`src/plli_pkg.sv`:
```
package plli_pkg;

  localparam int unsigned num_ports = 8;
  localparam int unsigned clk_freq_hz = 100000000;
  // blink half period in milliseconds, as printed
  localparam int unsigned blink_half_ms = 84;
  localparam longint unsigned blink_half_cycles_l =
    (longint'(blink_half_ms) * longint'(clk_freq_hz)) / 64'd1000;
  localparam int unsigned blink_half_cycles = int'(blink_half_cycles_l);

  // reset values
  localparam logic led_off = 1'b1;
  localparam logic mode_rst = 1'b0;
  // last wait count before the strap is taken: two sync stages plus one settle edge
  localparam logic [1:0] strap_wait_last = 2'h2;

  // port mode, taken from the strap once after reset
  typedef enum logic {
    plli_mode_copper,
    plli_mode_fiber
  } plli_mode_t;

  // per-port status coming from the mac/phy side (same clock domain)
  typedef struct packed {
    logic link_up;
    logic speed_100;
    logic activity;
  } plli_port_status_t;

endpackage : plli_pkg

```
`src/plli_top.sv`:
```
module plli_top #(
  parameter int unsigned num_ports = plli_pkg::num_ports,
  parameter int unsigned blink_half_cycles = plli_pkg::blink_half_cycles
) (
  input wire logic mclk,
  input wire logic arst_n,
  input wire logic clk_en,
  input wire plli_pkg::plli_port_status_t [num_ports-1:0] port_status,
  input wire logic [num_ports-1:0] fiber_signal_detect_in,
  input wire logic [num_ports-1:0] mode_strap,
  output logic [num_ports-1:0] port_link_up,
  output logic [num_ports-1:0] port_fiber_mode,
  output logic [num_ports-1:0] link_activity_led_n,
  output logic [num_ports-1:0] port_a
);

  // the blink counter needs at least one state per half, the vectors at least one port
  if (num_ports < 1) begin : g_bad_ports
    $error("plli_top: num_ports must be at least 1");
  end
  if (blink_half_cycles < 1) begin : g_bad_half
    $error("plli_top: blink_half_cycles must be at least 1");
  end

  ////////////////////////////////////////////////////////////////////////////
  // pin synchronisers: first stage is read only by the second

  logic [num_ports-1:0] sd_s1, sd_s2, next_sd_s1, next_sd_s2;
  logic [num_ports-1:0] st_s1, st_s2, next_st_s1, next_st_s2;

  always_comb begin
    next_sd_s1 = sd_s1;
    next_sd_s2 = sd_s2;
    next_st_s1 = st_s1;
    next_st_s2 = st_s2;
    if (clk_en) begin
      next_sd_s1 = fiber_signal_detect_in;
      next_sd_s2 = sd_s1;
      next_st_s1 = mode_strap;
      next_st_s2 = st_s1;
    end
  end

  always_ff @(posedge mclk or negedge arst_n) begin
    if (!arst_n) begin
      sd_s1 <= '0;
      sd_s2 <= '0;
      st_s1 <= '0;
      st_s2 <= '0;
    end else begin
      sd_s1 <= next_sd_s1;
      sd_s2 <= next_sd_s2;
      st_s1 <= next_st_s1;
      st_s2 <= next_st_s2;
    end
  end

  ////////////////////////////////////////////////////////////////////////////
  // strap capture: waits for the synchroniser to fill after release

  logic [1:0] strap_wait, next_strap_wait;
  logic strap_done, next_strap_done;
  plli_pkg::plli_mode_t [num_ports-1:0] mode, next_mode;

  always_comb begin
    next_strap_wait = strap_wait;
    next_strap_done = strap_done;
    next_mode = mode;
    if (clk_en && !strap_done) begin
      if (strap_wait == plli_pkg::strap_wait_last) begin
        next_strap_done = 1'b1;
        for (int i = 0; i < num_ports; i++) begin
          next_mode[i] = st_s2[i] ? plli_pkg::plli_mode_fiber
                                  : plli_pkg::plli_mode_copper;
        end
      end else begin
        next_strap_wait = strap_wait + 2'h1;
      end
    end
  end

  always_ff @(posedge mclk or negedge arst_n) begin
    if (!arst_n) begin
      strap_wait <= 2'h0;
      strap_done <= 1'b0;
      mode <= '{default: plli_pkg::plli_mode_copper};
    end else begin
      strap_wait <= next_strap_wait;
      strap_done <= next_strap_done;
      mode <= next_mode;
    end
  end

  ////////////////////////////////////////////////////////////////////////////
  // per-port link qualification, link register and speed led register

  logic [num_ports-1:0] link_q;
  logic [num_ports-1:0] spd_led, next_spd_led;
  logic [num_ports-1:0] link_reg, next_link_reg;
  logic [num_ports-1:0] blink_led_n;

  always_comb begin
    for (int i = 0; i < num_ports; i++) begin
      // fiber needs light as well as mac link; copper takes the mac alone
      if (mode[i] == plli_pkg::plli_mode_fiber) begin
        link_q[i] = port_status[i].link_up & sd_s2[i];
      end else begin
        link_q[i] = port_status[i].link_up;
      end
    end
  end

  always_comb begin
    next_spd_led = spd_led;
    next_link_reg = link_reg;
    if (clk_en) begin
      next_link_reg = link_q;
      for (int i = 0; i < num_ports; i++) begin
        next_spd_led[i] = ~port_status[i].speed_100;
      end
    end
  end

  always_ff @(posedge mclk or negedge arst_n) begin
    if (!arst_n) begin
      spd_led <= {num_ports{plli_pkg::led_off}};
      link_reg <= '0;
    end else begin
      spd_led <= next_spd_led;
      link_reg <= next_link_reg;
    end
  end

  ////////////////////////////////////////////////////////////////////////////
  // one blink timer per port, so a busy port never disturbs its neighbours

  for (genvar g = 0; g < num_ports; g++) begin : g_port
    plli_blink #(
      .blink_half_cycles(blink_half_cycles)
    ) u_blink (
      .mclk(mclk),
      .arst_n(arst_n),
      .clk_en(clk_en),
      .link(link_q[g]),
      .activity(port_status[g].activity),
      .led_n(blink_led_n[g])
    );
  end

  always_comb begin
    for (int i = 0; i < num_ports; i++) begin
      port_fiber_mode[i] = (mode[i] == plli_pkg::plli_mode_fiber);
    end
  end

  assign link_activity_led_n = blink_led_n;
  assign port_a = spd_led;
  assign port_link_up = link_reg;

endmodule // plli_top

////////////////////////////////////////////////////////////////////////////
// single-port blink timer; the led output comes straight from a flop

module plli_blink #(
  parameter int unsigned blink_half_cycles = plli_pkg::blink_half_cycles
) (
  input wire logic mclk,
  input wire logic arst_n,
  input wire logic clk_en,
  input wire logic link,
  input wire logic activity,
  output logic led_n
);

  localparam int unsigned cnt_w = $clog2(blink_half_cycles + 1);

  if (blink_half_cycles < 1) begin : g_bad_half
    $error("plli_blink: blink_half_cycles must be at least 1");
  end

  logic phase, next_phase;
  logic act_led, next_act_led;
  logic [cnt_w-1:0] cnt, next_cnt;

  always_comb begin
    next_phase = phase;
    next_cnt = cnt;
    next_act_led = act_led;
    if (clk_en) begin
      if (!link) begin
        // timer parked so the next burst starts with a full lit half
        next_cnt = '0;
        next_phase = 1'b0;
        next_act_led = plli_pkg::led_off;
      end else if (activity || phase || cnt != '0) begin
        // a started cycle completes unless the link drops, so short bursts stay visible
        if (cnt == cnt_w'(blink_half_cycles - 1)) begin
          next_cnt = '0;
          next_phase = ~phase;
        end else begin
          next_cnt = cnt + cnt_w'(1);
        end
        next_act_led = next_phase;
      end else begin
        next_act_led = 1'b0;
      end
    end
  end

  always_ff @(posedge mclk or negedge arst_n) begin
    if (!arst_n) begin
      phase <= 1'b0;
      cnt <= '0;
      act_led <= plli_pkg::led_off;
    end else begin
      phase <= next_phase;
      cnt <= next_cnt;
      act_led <= next_act_led;
    end
  end

  assign led_n = act_led;

endmodule // plli_blink

```
`config.mk`:
```
export PLATFORM = sky130hd
export DESIGN_NAME = plli_top
export DESIGN_NICKNAME = d
export VERILOG_FILES = /design/src/plli_pkg.sv /design/src/plli_top.sv
export SDC_FILE = /design/constraint.sdc
export NUM_CORES = 1
export LEC_CHECK = 0
export BUFFER_PORTS_ARGS = -buffer_cell sky130_fd_sc_hd__buf_4
export CORE_UTILIZATION = 54
export DETAILED_ROUTE_END_ITERATION = 10
export PLACE_DENSITY = 0.74
export SYNTH_ARGS = -nofsm -noshare
export SYNTH_HDL_FRONTEND = slang
export SYNTH_SLANG_ARGS = --single-unit
```
`constraint.sdc`:
```
create_clock -name mclk -period 2.05 [get_ports mclk]
set_input_delay 0 -clock mclk [delete_from_list [all_inputs] [get_ports mclk]]
set_output_delay 0 -clock mclk [all_outputs]
set_load 0.01 [all_outputs]
```
==> After elaboration in Yosys (flattened, before gate mapping) <==
Cells that the tools add are included.
{ "totals": {"word_cells": 207, "output_inout_bits": 32, "ff_bits": 267} }
{ "classes": {"eq_ne": 17, "n_bitwise": 25, "muxes": 80, "n_reduce_logical": 36, "addsub": 9} }
{ "op_table": {"columns": ["operator", "n"], "rows": [
  ["24-bit 2-to-1 mux", 24],
  ["24-bit by 1-bit adder with 24-bit output (second input constant)", 8],
  ["24-bit == test (second input constant)", 8],
  ["24-bit nonzero test", 8],
  ["1-bit 2-to-1 mux", 56],
  ["2-bit AND reduction", 10],
  ["1-bit inverter", 17],
  ["1-bit logical OR", 16],
  ["2-bit inequality test (second input constant)", 8],
  ["1-bit bitwise AND", 8],
  ["2-bit by 1-bit adder with 2-bit output (second input constant)", 1],
  ["2-bit == test (second input constant)", 1],
  ["1-bit logical AND", 1],
  ["1-bit logical NOT", 1]
]} }

==> Depth between registers and ports, before layout <==
Gate-level depths: netlist of run 1.
{ "depth": {"word_depth": 4, "depth_mapped": 9, "ltp_nobuf": 7} }

==> Cells and area by module <==
From an unflattened synthesis of run 1, not the netlist that was laid out.
{ "hier_totals": {"cells_unflattened": 1506, "hier_area_um2": 14606.5} }
{ "by_module_without_submodules": {"columns": ["module", "seq_area_each_um2", "cells_per_inst", "area_per_inst_um2", "n_inst"], "rows": [
  ["plli_blink", 651.9, 168, 1520.2, 8],
  ["plli_top", 1486.4, 162, 2444.8, 1]
]} }

==> Worst setup path before layout of run 1 <==
No wires, ideal clock.
{ "synth_path": {"path_kind": "reg2reg", "startpoint": "register g_port[7].u_blink.cnt[0]", "endpoint": "register g_port[7].u_blink.cnt[23]", "stages_incl_launch_ff": 8, "arrival_ps": 2128, "n_path_buf": 1, "setup_time_ps": 126, "synth_period_minus_slack_ps": 2254, "slack_ps": -204, "path_cell_list": "dfrtp_1 -> ha_1 -> nand3_4 -> or4_4 -> o31ai_4 -> nor3_2 -> buf_6 -> a221o_1"} }
{ "synth_between": {"elab_chain_cells": 4, "elab_cells_between_ends": 9, "classes_between": "add/sub: 1; eq/ne: 2; mux: 3; reduce/logical: 3"} }
{ "synth_rtl": {"columns": ["element", "line", "text"], "rows": [
  ["start, declared", "plli_top.sv:184", "logic [cnt_w-1:0] cnt, next_cnt;"],
  ["start signal, assigned", "plli_top.sv:218", "cnt <= next_cnt;"],
  ["24-bit by 1-bit adder with 24-bit output (tied with other cells)", "plli_top.sv:202", "next_cnt = cnt + cnt_w'(1);"],
  ["24-bit 2-to-1 mux / 1-bit logical OR (equally long branches)", "plli_top.sv:198, plli_top.sv:196", null],
  ["24-bit 2-to-1 mux / 2-bit inequality test (equally long branches)", null, null],
  ["24-bit 2-to-1 mux / 2-bit AND reduction (equally long branches)", null, null]
]} }
Parallel ways exist; a longest one is shown, timed or not. The select of a mux whose other input is x is not followed.
A chain may end at the register's enable or synchronous reset.

==> Worst setup path after layout of run 1 <==
{ "layout_path": {"startpoint": "register g_port[4].u_blink.cnt[0]", "endpoint": "register g_port[4].u_blink.cnt[5]"} }
{ "layout_between": {"elab_chain_cells": 4, "elab_cells_between_ends": 9, "classes_between": "add/sub: 1; eq/ne: 2; mux: 3; reduce/logical: 3"} }
{ "layout_rtl": {"columns": ["element", "line"], "rows": [
  ["start, declared", "plli_top.sv:184"],
  ["start signal, assigned", "plli_top.sv:218"],
  ["24-bit by 1-bit adder with 24-bit output (tied with other cells)", "plli_top.sv:202"],
  ["24-bit 2-to-1 mux / 1-bit logical OR (equally long branches)", "plli_top.sv:198, plli_top.sv:196"],
  ["24-bit 2-to-1 mux / 2-bit inequality test (equally long branches)", null],
  ["24-bit 2-to-1 mux / 2-bit AND reduction (equally long branches)", null]
]} }
Parallel ways exist; a longest one is shown, timed or not. The select of a mux whose other input is x is not followed.

==> results.py, run 1 <==
metrics = {
    "synthesis": {
        "yosys.area.top_type_share": 0.4230,
        "ys_warn_count": 0,
        "synthDistinctLibCells": 72,
        "synth_fp_nets": 1642,
        "synth_edf_count": 0,
        "synth_top_cell_by_area": "dfrtp_1",
        "syn-mean-instance-area_um2": 9.387,
        "syn-cell-area_um2": 14850,
        "ys_ff_latch": 267,
        "yosys-top-cells-area": "dfrtp_1, a22o_1, o21ai_0, mux2_2, nor2_1",
        "ys_seq_area_frac": 0.4513,
        "synth_cells": 1582,
        "ys.flop_type": "dfrtp_1",
        "synthArstFlopShare": 1.000,
    },
    "cts": {
        "cts-root-buf": "clkbuf_16",
        "clkTransAtPathRegs_ns": 0.06,
        "cts.htree.levels": 1,
        "cts_tree": "built",
        "clock_sinks": 267,
        "clock_latency_ns": 0.56,
        "cts_buffer_depth": 3,
        "cts_buffers": 29,
    },
    "worst_setup_path": {
        "worstSetupStartpointType": "flip-flop",
        "crit_fanout": 7,
        "cpLargestDelayFamily": "compound AO/OA/AOI/OAI gates",
        "reg2reg_slack_ns": -0.05,
        "critPathBufInv": 3,
        "cp_data_required_time_ns": 2.52,
        "max_stage_delay_ns": 0.44,
        "cp.arrival_ns": 2.57,
        "cp_slowest_cell": "o41ai_4",
        "path_class": "reg2reg",
        "path_cells": "inv_1 > ha_2 > nor4b_4 > nand3_2 > o41ai_4 > buf_6 > buf_12 > a21oi_1 > o22ai_1",
        "worstSetupEndpointType": "flip-flop",
    },
    "final_layout": {
        "instances_no_fill": 2316,
        "regArea_um2": 6713,
        "diodes": 0,
        "layout_common_cells": "buf_4, dfrtp_1, nor2_1",
        "drive_gt1_frac": 0.3175,
        "final_common_cell": "buf_4",
        "final_net_count": 2012,
        "n_fill_cell": 1831,
        "syn_to_final_growth_pct": 35.79,
        "multiInputGateArea_um2": 8285,
    },
    "power_and_ir_drop": {
        "power_density_nw_per_um2": 757.9,
        "switchingPower_w": 0.004612,
        "power.share.clock": 0.334,
        "p_leak_nw": 8.866,
        "combPwrFrac": 0.269,
        "seq_power_share": 0.397,
        "p_int_w": 0.01067,
        "p_sw_frac": 0.3018,
        "max-vdd-ir-drop_mv": 0.7087,
    },
    "floorplanning": {
        "dieArea_um2": 28170,
        "io_pins": 75,
        "die_y_um": 167.8,
        "die_w_um": 167.8,
        "core_area_um2": 26950,
        "rows": 60,
        "start_util": 0.5510,
    },
    "routing": {
        "vias_per_cell": 6.217,
        "drtAntennaViolNets": 0,
        "drc": 0,
        "vias": 14400,
        "drtPass1Iterations": 6,
        "wl_per_cell_um": 17.95,
        "drt-initial-drc-count": 1384,
        "drt-total-wl_um": 41580,
    },
    "timing": {
        "hold_violations": 0,
        "slew-limit-headroom": 0.5485,
        "skew_ns": 0.01126,
        "drv_slew": 0,
        "period_needed_ns": 2.105,
        "tightest_slew_ns": 0.6712,
        "finalSetupViolations": 30,
        "rsz0062_at_grt": "true",
        "max_freq_mhz": 475.1,
        "min_period_over_period": 1.027,
        "timing.hold.ws_ns": 0.05431,
        "final.setup.worst_slack_ns": -0.05496,
    },
    "place": {
        "detailed_place_hpwl_um": 26280,
        "portBuffers": 74,
        "placed_cells": 2175,
        "place.gp.congestion": 0.8961,
    },
    "global_route": {
        "antenna_found_initial": 0,
        "grt_util_all_layers": 0.2779,
        "grt_max_degree": 76,
        "grt-ovfl-total": 0,
        "grt_pass1_wl_um": 65960,
        "grt_pass1_vias": 13750,
    },
    "min_path": {
        "hold_path_class": "in2reg",
    },
    "job": {
        "drv_cap": 0,
    },
    "status": {
        "outcome": "finished, violations left",
        "violations": "negative setup slack",
    },
}
## power groups by stage
stage / clock network (W) / logic, W / registers [W]
2_1_floorplan: 0 / 0.00170 / 0.00617
3_3_place_gp: 0 / 0.00320 / 0.00609
3_5_place_dp: 0 / 0.00330 / 0.00612
4_1_cts: 0.00518 / 0.00354 / 0.00604
5_1_grt: 0.00540 / 0.00444 / 0.00612
6_report: 0.00511 / 0.00411 / 0.00606
## worst min-delay path: stages
cell	delay [ns]
buf_4	0.08
a21boi_0	0.16
buf_4	0.15
nand2_1	0.08
o21ai_0	0.08
## final timing paths
check | end | cells after the start | startpoint
setup reg to reg | g_port[4].u_blink.cnt[5]$_DFFE_PN0P_ | 9 | g_port[4].u_blink.cnt[0]$_DFFE_PN0P_
setup / recovery | g_port[4].u_blink.cnt[5]$_DFFE_PN0P_ | 9 | g_port[4].u_blink.cnt[0]$_DFFE_PN0P_
hold / removal | port_link_up[6]$_DFFE_PN0P_ | 5 | port_status[20]
min in group asynchronous | port_a[5]$_DFFE_PN1P_ | 2 | arst_n
max in group asynchronous | g_port[5].u_blink.cnt[18]$_DFFE_PN0P_ | 3 | arst_n
hold reg to reg | sd_s2[7]$_DFFE_PN0P_ | 2 | sd_s1[7]$_DFFE_PN0P_
## through the flow
stage	worst slack, ns	total power [W]	area [µm²]	TNS [ns]	util
after detailed placement	-0.1472	0.009415	17600	-6.496	0.6531
after CTS	-0.05385	0.01476	19220	-0.5067	0.7130
after global placement	-0.07766	0.009290	17600	-1.326	0.6531
after global routing	-0.1597	0.01596	20170	-8.399	0.7482
after floorplan	-0.1048	0.007865	14950	-0.2364	-
final	-0.05496	0.01528	20170	-0.6601	0.7482
## repair_timing
action                                  in CTS  in global routing
pin swaps                                   25                 77
hold buffers                                37                  0
endpoints found under the setup margin     132                188
buffers inserted                             8                 31
resized for setup                           48                149
endpoints found under the hold margin      301                  0
gates cloned                                 6                  6
## metal layers
layer / wire length, µm / vias up / GRT usage / share of wire
li1: - / 6753 / - / -
met1: 18120 / 7108 / 0.3789 / 0.44
met2: 20490 / 449 / 0.4688 / 0.49
met3: 2001 / 89 / 0.02962 / 0.048
met4: 962 / 0 / 0.08337 / 0.023
met5: 0 / - / 0 / 0
## logic make-up (layout without fill, tap and decap cells)
logic type               Yosys count  after routing  synth area share
AND/OR/NAND/NOR                  626            626            0.2233
flip-flops                       267            267            0.4513
buffers and inverters            158            550           0.04533
adder cells (fa/ha/maj)           17             17           0.01432
XOR/XNOR                           9              9          0.005308
AO/OA/AOI/OAI                    462            463            0.2280
multiplexers                      43             43           0.03252
## flip-flops by register name, summed over array words and instances, names as in the netlist
register,cells
g_port.u_blink.cnt,192
g_port.u_blink.led_n,8
g_port.u_blink.phase,8
port_a,8
port_fiber_mode,8
port_link_up,8
sd_s1,8
sd_s2,8
st_s1,8
st_s2,8
strap_wait,2
strap_done,1
## synthesized netlist by cell type, types with 5 or more instances
cell type	instances
o41ai_1	13
and4_1	15
a221o_1	15
nand2_1	110
xnor2_1	6
mux2_2	42
a21oi_1	29
and2_1	14
a41oi_1	6
nor2_1	122
nand3_1	86
ha_1	17
nor4_2	6
or3_1	11
dfstp_2	16
or4_1	13
nor4_1	49
nor2b_1	26
a22o_1	77
o22ai_1	8
buf_4	10
a22oi_1	31
a211oi_1	5
a2bb2oi_1	6
buf_2	22
a21boi_0	17
nand4_1	50
dfrtp_1	251
o21ai_1	7
o21ai_0	118
clkbuf_1	34
and3_1	51
nand2b_1	12
inv_1	82
a21o_1	16
o31ai_1	38
a31oi_1	19
buf_1	8
o41a_1	8
nor3_1	42
o2bb2ai_1	17
o211ai_1	6
## final cells by class
| class | instances | area share |
|---|---|---|
| Inverter | 82 | 0.01526 |
| Multi-Input combinational cell | 1158 | 0.4109 |
| Timing Repair Buffer | 414 | 0.1740 |
| Tap cell | 341 | 0.02116 |
| Clock inverter | 9 | 0.003909 |
| Clock buffer | 45 | 0.04194 |
| Sequential cell | 267 | 0.3329 |
(Power assumes the default switching activity.)
==> run 2, diff against run 1 <==
Settings changed: PLACE_DENSITY 0.74 to 0.72.
Clock period 2.05 ns to 2.7 ns, I/O delays scaled along.
==> results.py, run 2 (synthesized netlist as in run 1, its figures left out) <==
metrics = {
    "status": {
        "outcome": "completed",
    },
    "final_layout": {
        "final_common_cell": "dfrtp_1",
        "final_net_count": 1771,
        "regArea_um2": 6701,
        "largest_reg_flops": 192,
        "n_fill_cell": 2197,
        "diodes": 0,
        "fin_area_um2": 17390,
        "instances_no_fill": 2076,
        "regMostFlops": "g_port.u_blink.cnt",
        "layout_common_cells": "dfrtp_1, buf_4, nor2_1",
        "multiInputGateArea_um2": 7500,
        "drive_gt1_frac": 0.1562,
        "syn_to_final_growth_pct": 17.11,
    },
    "worst_setup_path": {
        "path_cells": "nor4_1 > nand4_1 > nor4_1 > xnor2_1 > a31oi_1 > dlygate4sd3_1",
        "critPathBufInv": 1,
        "cp_slowest_cell": "dlygate4sd3_1",
        "path_class": "reg2reg",
        "cpLargestDelayFamily": "simple AND/OR/NAND/NOR gates",
        "cp.arrival_ns": 3.02,
        "crit_fanout": 6,
        "crit_top_cell": "nor4_1",
        "worstSetupStartpointType": "flip-flop",
        "max_stage_delay_ns": 0.60,
        "worstSetupEndpointType": "flip-flop",
        "cp_data_required_time_ns": 3.18,
    },
    "global_route": {
        "grt_pass1_vias": 12470,
        "antenna_found_initial": 0,
        "grt-ovfl-total": 0,
        "grt_pass1_wl_um": 60600,
        "grt_util_all_layers": 0.2551,
        "grt_max_degree": 76,
    },
    "cts": {
        "clock_latency_ns": 0.55,
        "cts.htree.levels": 1,
        "cts_buffer_depth": 3,
        "cts_tree": "built",
        "cts-root-buf": "clkbuf_16",
        "clock_sinks": 267,
        "clkTransAtPathRegs_ns": 0.06,
        "cts_buffers": 30,
    },
    "floorplanning": {
        "die_y_um": 167.8,
        "die_w_um": 167.8,
        "dieArea_um2": 28170,
        "io_pins": 75,
        "core_area_um2": 26950,
        "rows": 60,
        "start_util": 0.5510,
    },
    "place": {
        "portBuffers": 74,
        "detailed_place_hpwl_um": 23350,
        "placed_cells": 1985,
        "place_area_um2": 16020,
        "place.gp.congestion": 0.8887,
    },
    "power_and_ir_drop": {
        "max-vdd-ir-drop_mv": 0.6726,
        "combPwrFrac": 0.194,
        "switchingPower_w": 0.003169,
        "power_density_nw_per_um2": 630.5,
        "finalPower_w": 0.01096,
        "power.share.clock": 0.382,
        "seq_power_share": 0.425,
        "p_leak_nw": 7.405,
        "p_sw_frac": 0.2890,
        "p_int_w": 0.007796,
    },
    "routing": {
        "drtPass1Iterations": 5,
        "drc": 0,
        "drt-initial-drc-count": 995,
        "vias_per_cell": 6.233,
        "drt-total-wl_um": 35150,
        "wl_per_cell_um": 16.93,
        "drtAntennaViolNets": 0,
        "vias": 12940,
    },
    "timing": {
        "skew_ns": 0.01609,
        "min_period_over_period": 0.9427,
        "tightest_slew_ns": 1.127,
        "slew-limit-headroom": 0.2443,
        "tns_ns": 0,
        "max_freq_mhz": 392.9,
        "period_needed_ns": 2.545,
        "hold_violations": 0,
        "drv_slew": 0,
        "finalSetupViolations": 0,
        "rsz0062_at_grt": "false",
        "timing.hold.ws_ns": 0.02381,
    },
    "min_path": {
        "hold_path_class": "in2async",
    },
    "job": {
        "drv_cap": 0,
    },
}
-- run 2: path summary, 6_finish.rpt --
path / slack [ns] / endpoint / depth (start not counted) / start
worst min register to register: 0.47 / strap_wait[0]$_DFFE_PN0P_ / 1 / strap_wait[0]$_DFFE_PN0P_
worst min-delay path: 0.02 / g_port[3].u_blink.cnt[21]$_DFFE_PN0P_ / 2 / arst_n
worst max-delay path: 0.15 / g_port[0].u_blink.led_n$_DFFE_PN1P_ / 6 / g_port[0].u_blink.cnt[20]$_DFFE_PN0P_
worst max register to register: 0.15 / g_port[0].u_blink.led_n$_DFFE_PN1P_ / 6 / g_port[0].u_blink.cnt[20]$_DFFE_PN0P_
min in group mclk: 0.09 / port_link_up[6]$_DFFE_PN0P_ / 5 / port_status[20]
max in group asynchronous: 1.84 / port_a[6]$_DFFE_PN1P_ / 3 / arst_n
-- run 2: worst reg2reg max path, stage by stage, from the launching register on --
cell and delay (ns):
dfrtp_1 0.42, nor4_1 0.31, nand4_1 0.29, nor4_1 0.57, xnor2_1 0.18, a31oi_1 0.10
dlygate4sd3_1 0.60
-- run 2: metal layers --
layer	vias to the layer above	track usage	part of all wire
met3	42	0.03479	0.044
li1	6277	-	-
met5	-	0	0
met2	322	0.4145	0.47
met4	0	0.05664	0.015
met1	6298	0.3642	0.47
-- run 2: final cells by class --
class                      instances  share of cell area
inverter                          82             0.01770
tap                              341             0.02453
timing repair buffer             173             0.08230
clock inverter                    10            0.007626
clock buffer                      46             0.05129
multi-input combinational       1157              0.4312
sequential                       267              0.3853
-- run 2: through the flow --
stage / setup WS [ns] / utilization
4_1_cts: 0.05431 / 0.6453
3_3_place_gp: 0.2893 / 0.5942
6_report: 0.1547 / 0.6453
5_1_grt: 0.0004363 / 0.6453
2_1_floorplan: 0.4459 / -
3_5_place_dp: 0.1739 / 0.5942
-- run 2: what timing repair did --
item | in CTS | in global routing
hold buffers | 35 | 0
hold endpoints to repair | 257 | 0
endpoints found under the setup margin | 0 | 1
gates resized for setup | 0 | 1
setup buffers | 0 | 0
-- run 2: power groups by stage --
stage | logic [W] | clock network [W] | registers, W
floorplan | 0.00126 | 0 | 0.00468
global placement | 0.00202 | 0 | 0.00470
detailed placement | 0.00207 | 0 | 0.00472
CTS | 0.00213 | 0.00427 | 0.00465
global route | 0.00236 | 0.00444 | 0.00471
finish | 0.00212 | 0.00418 | 0.00466
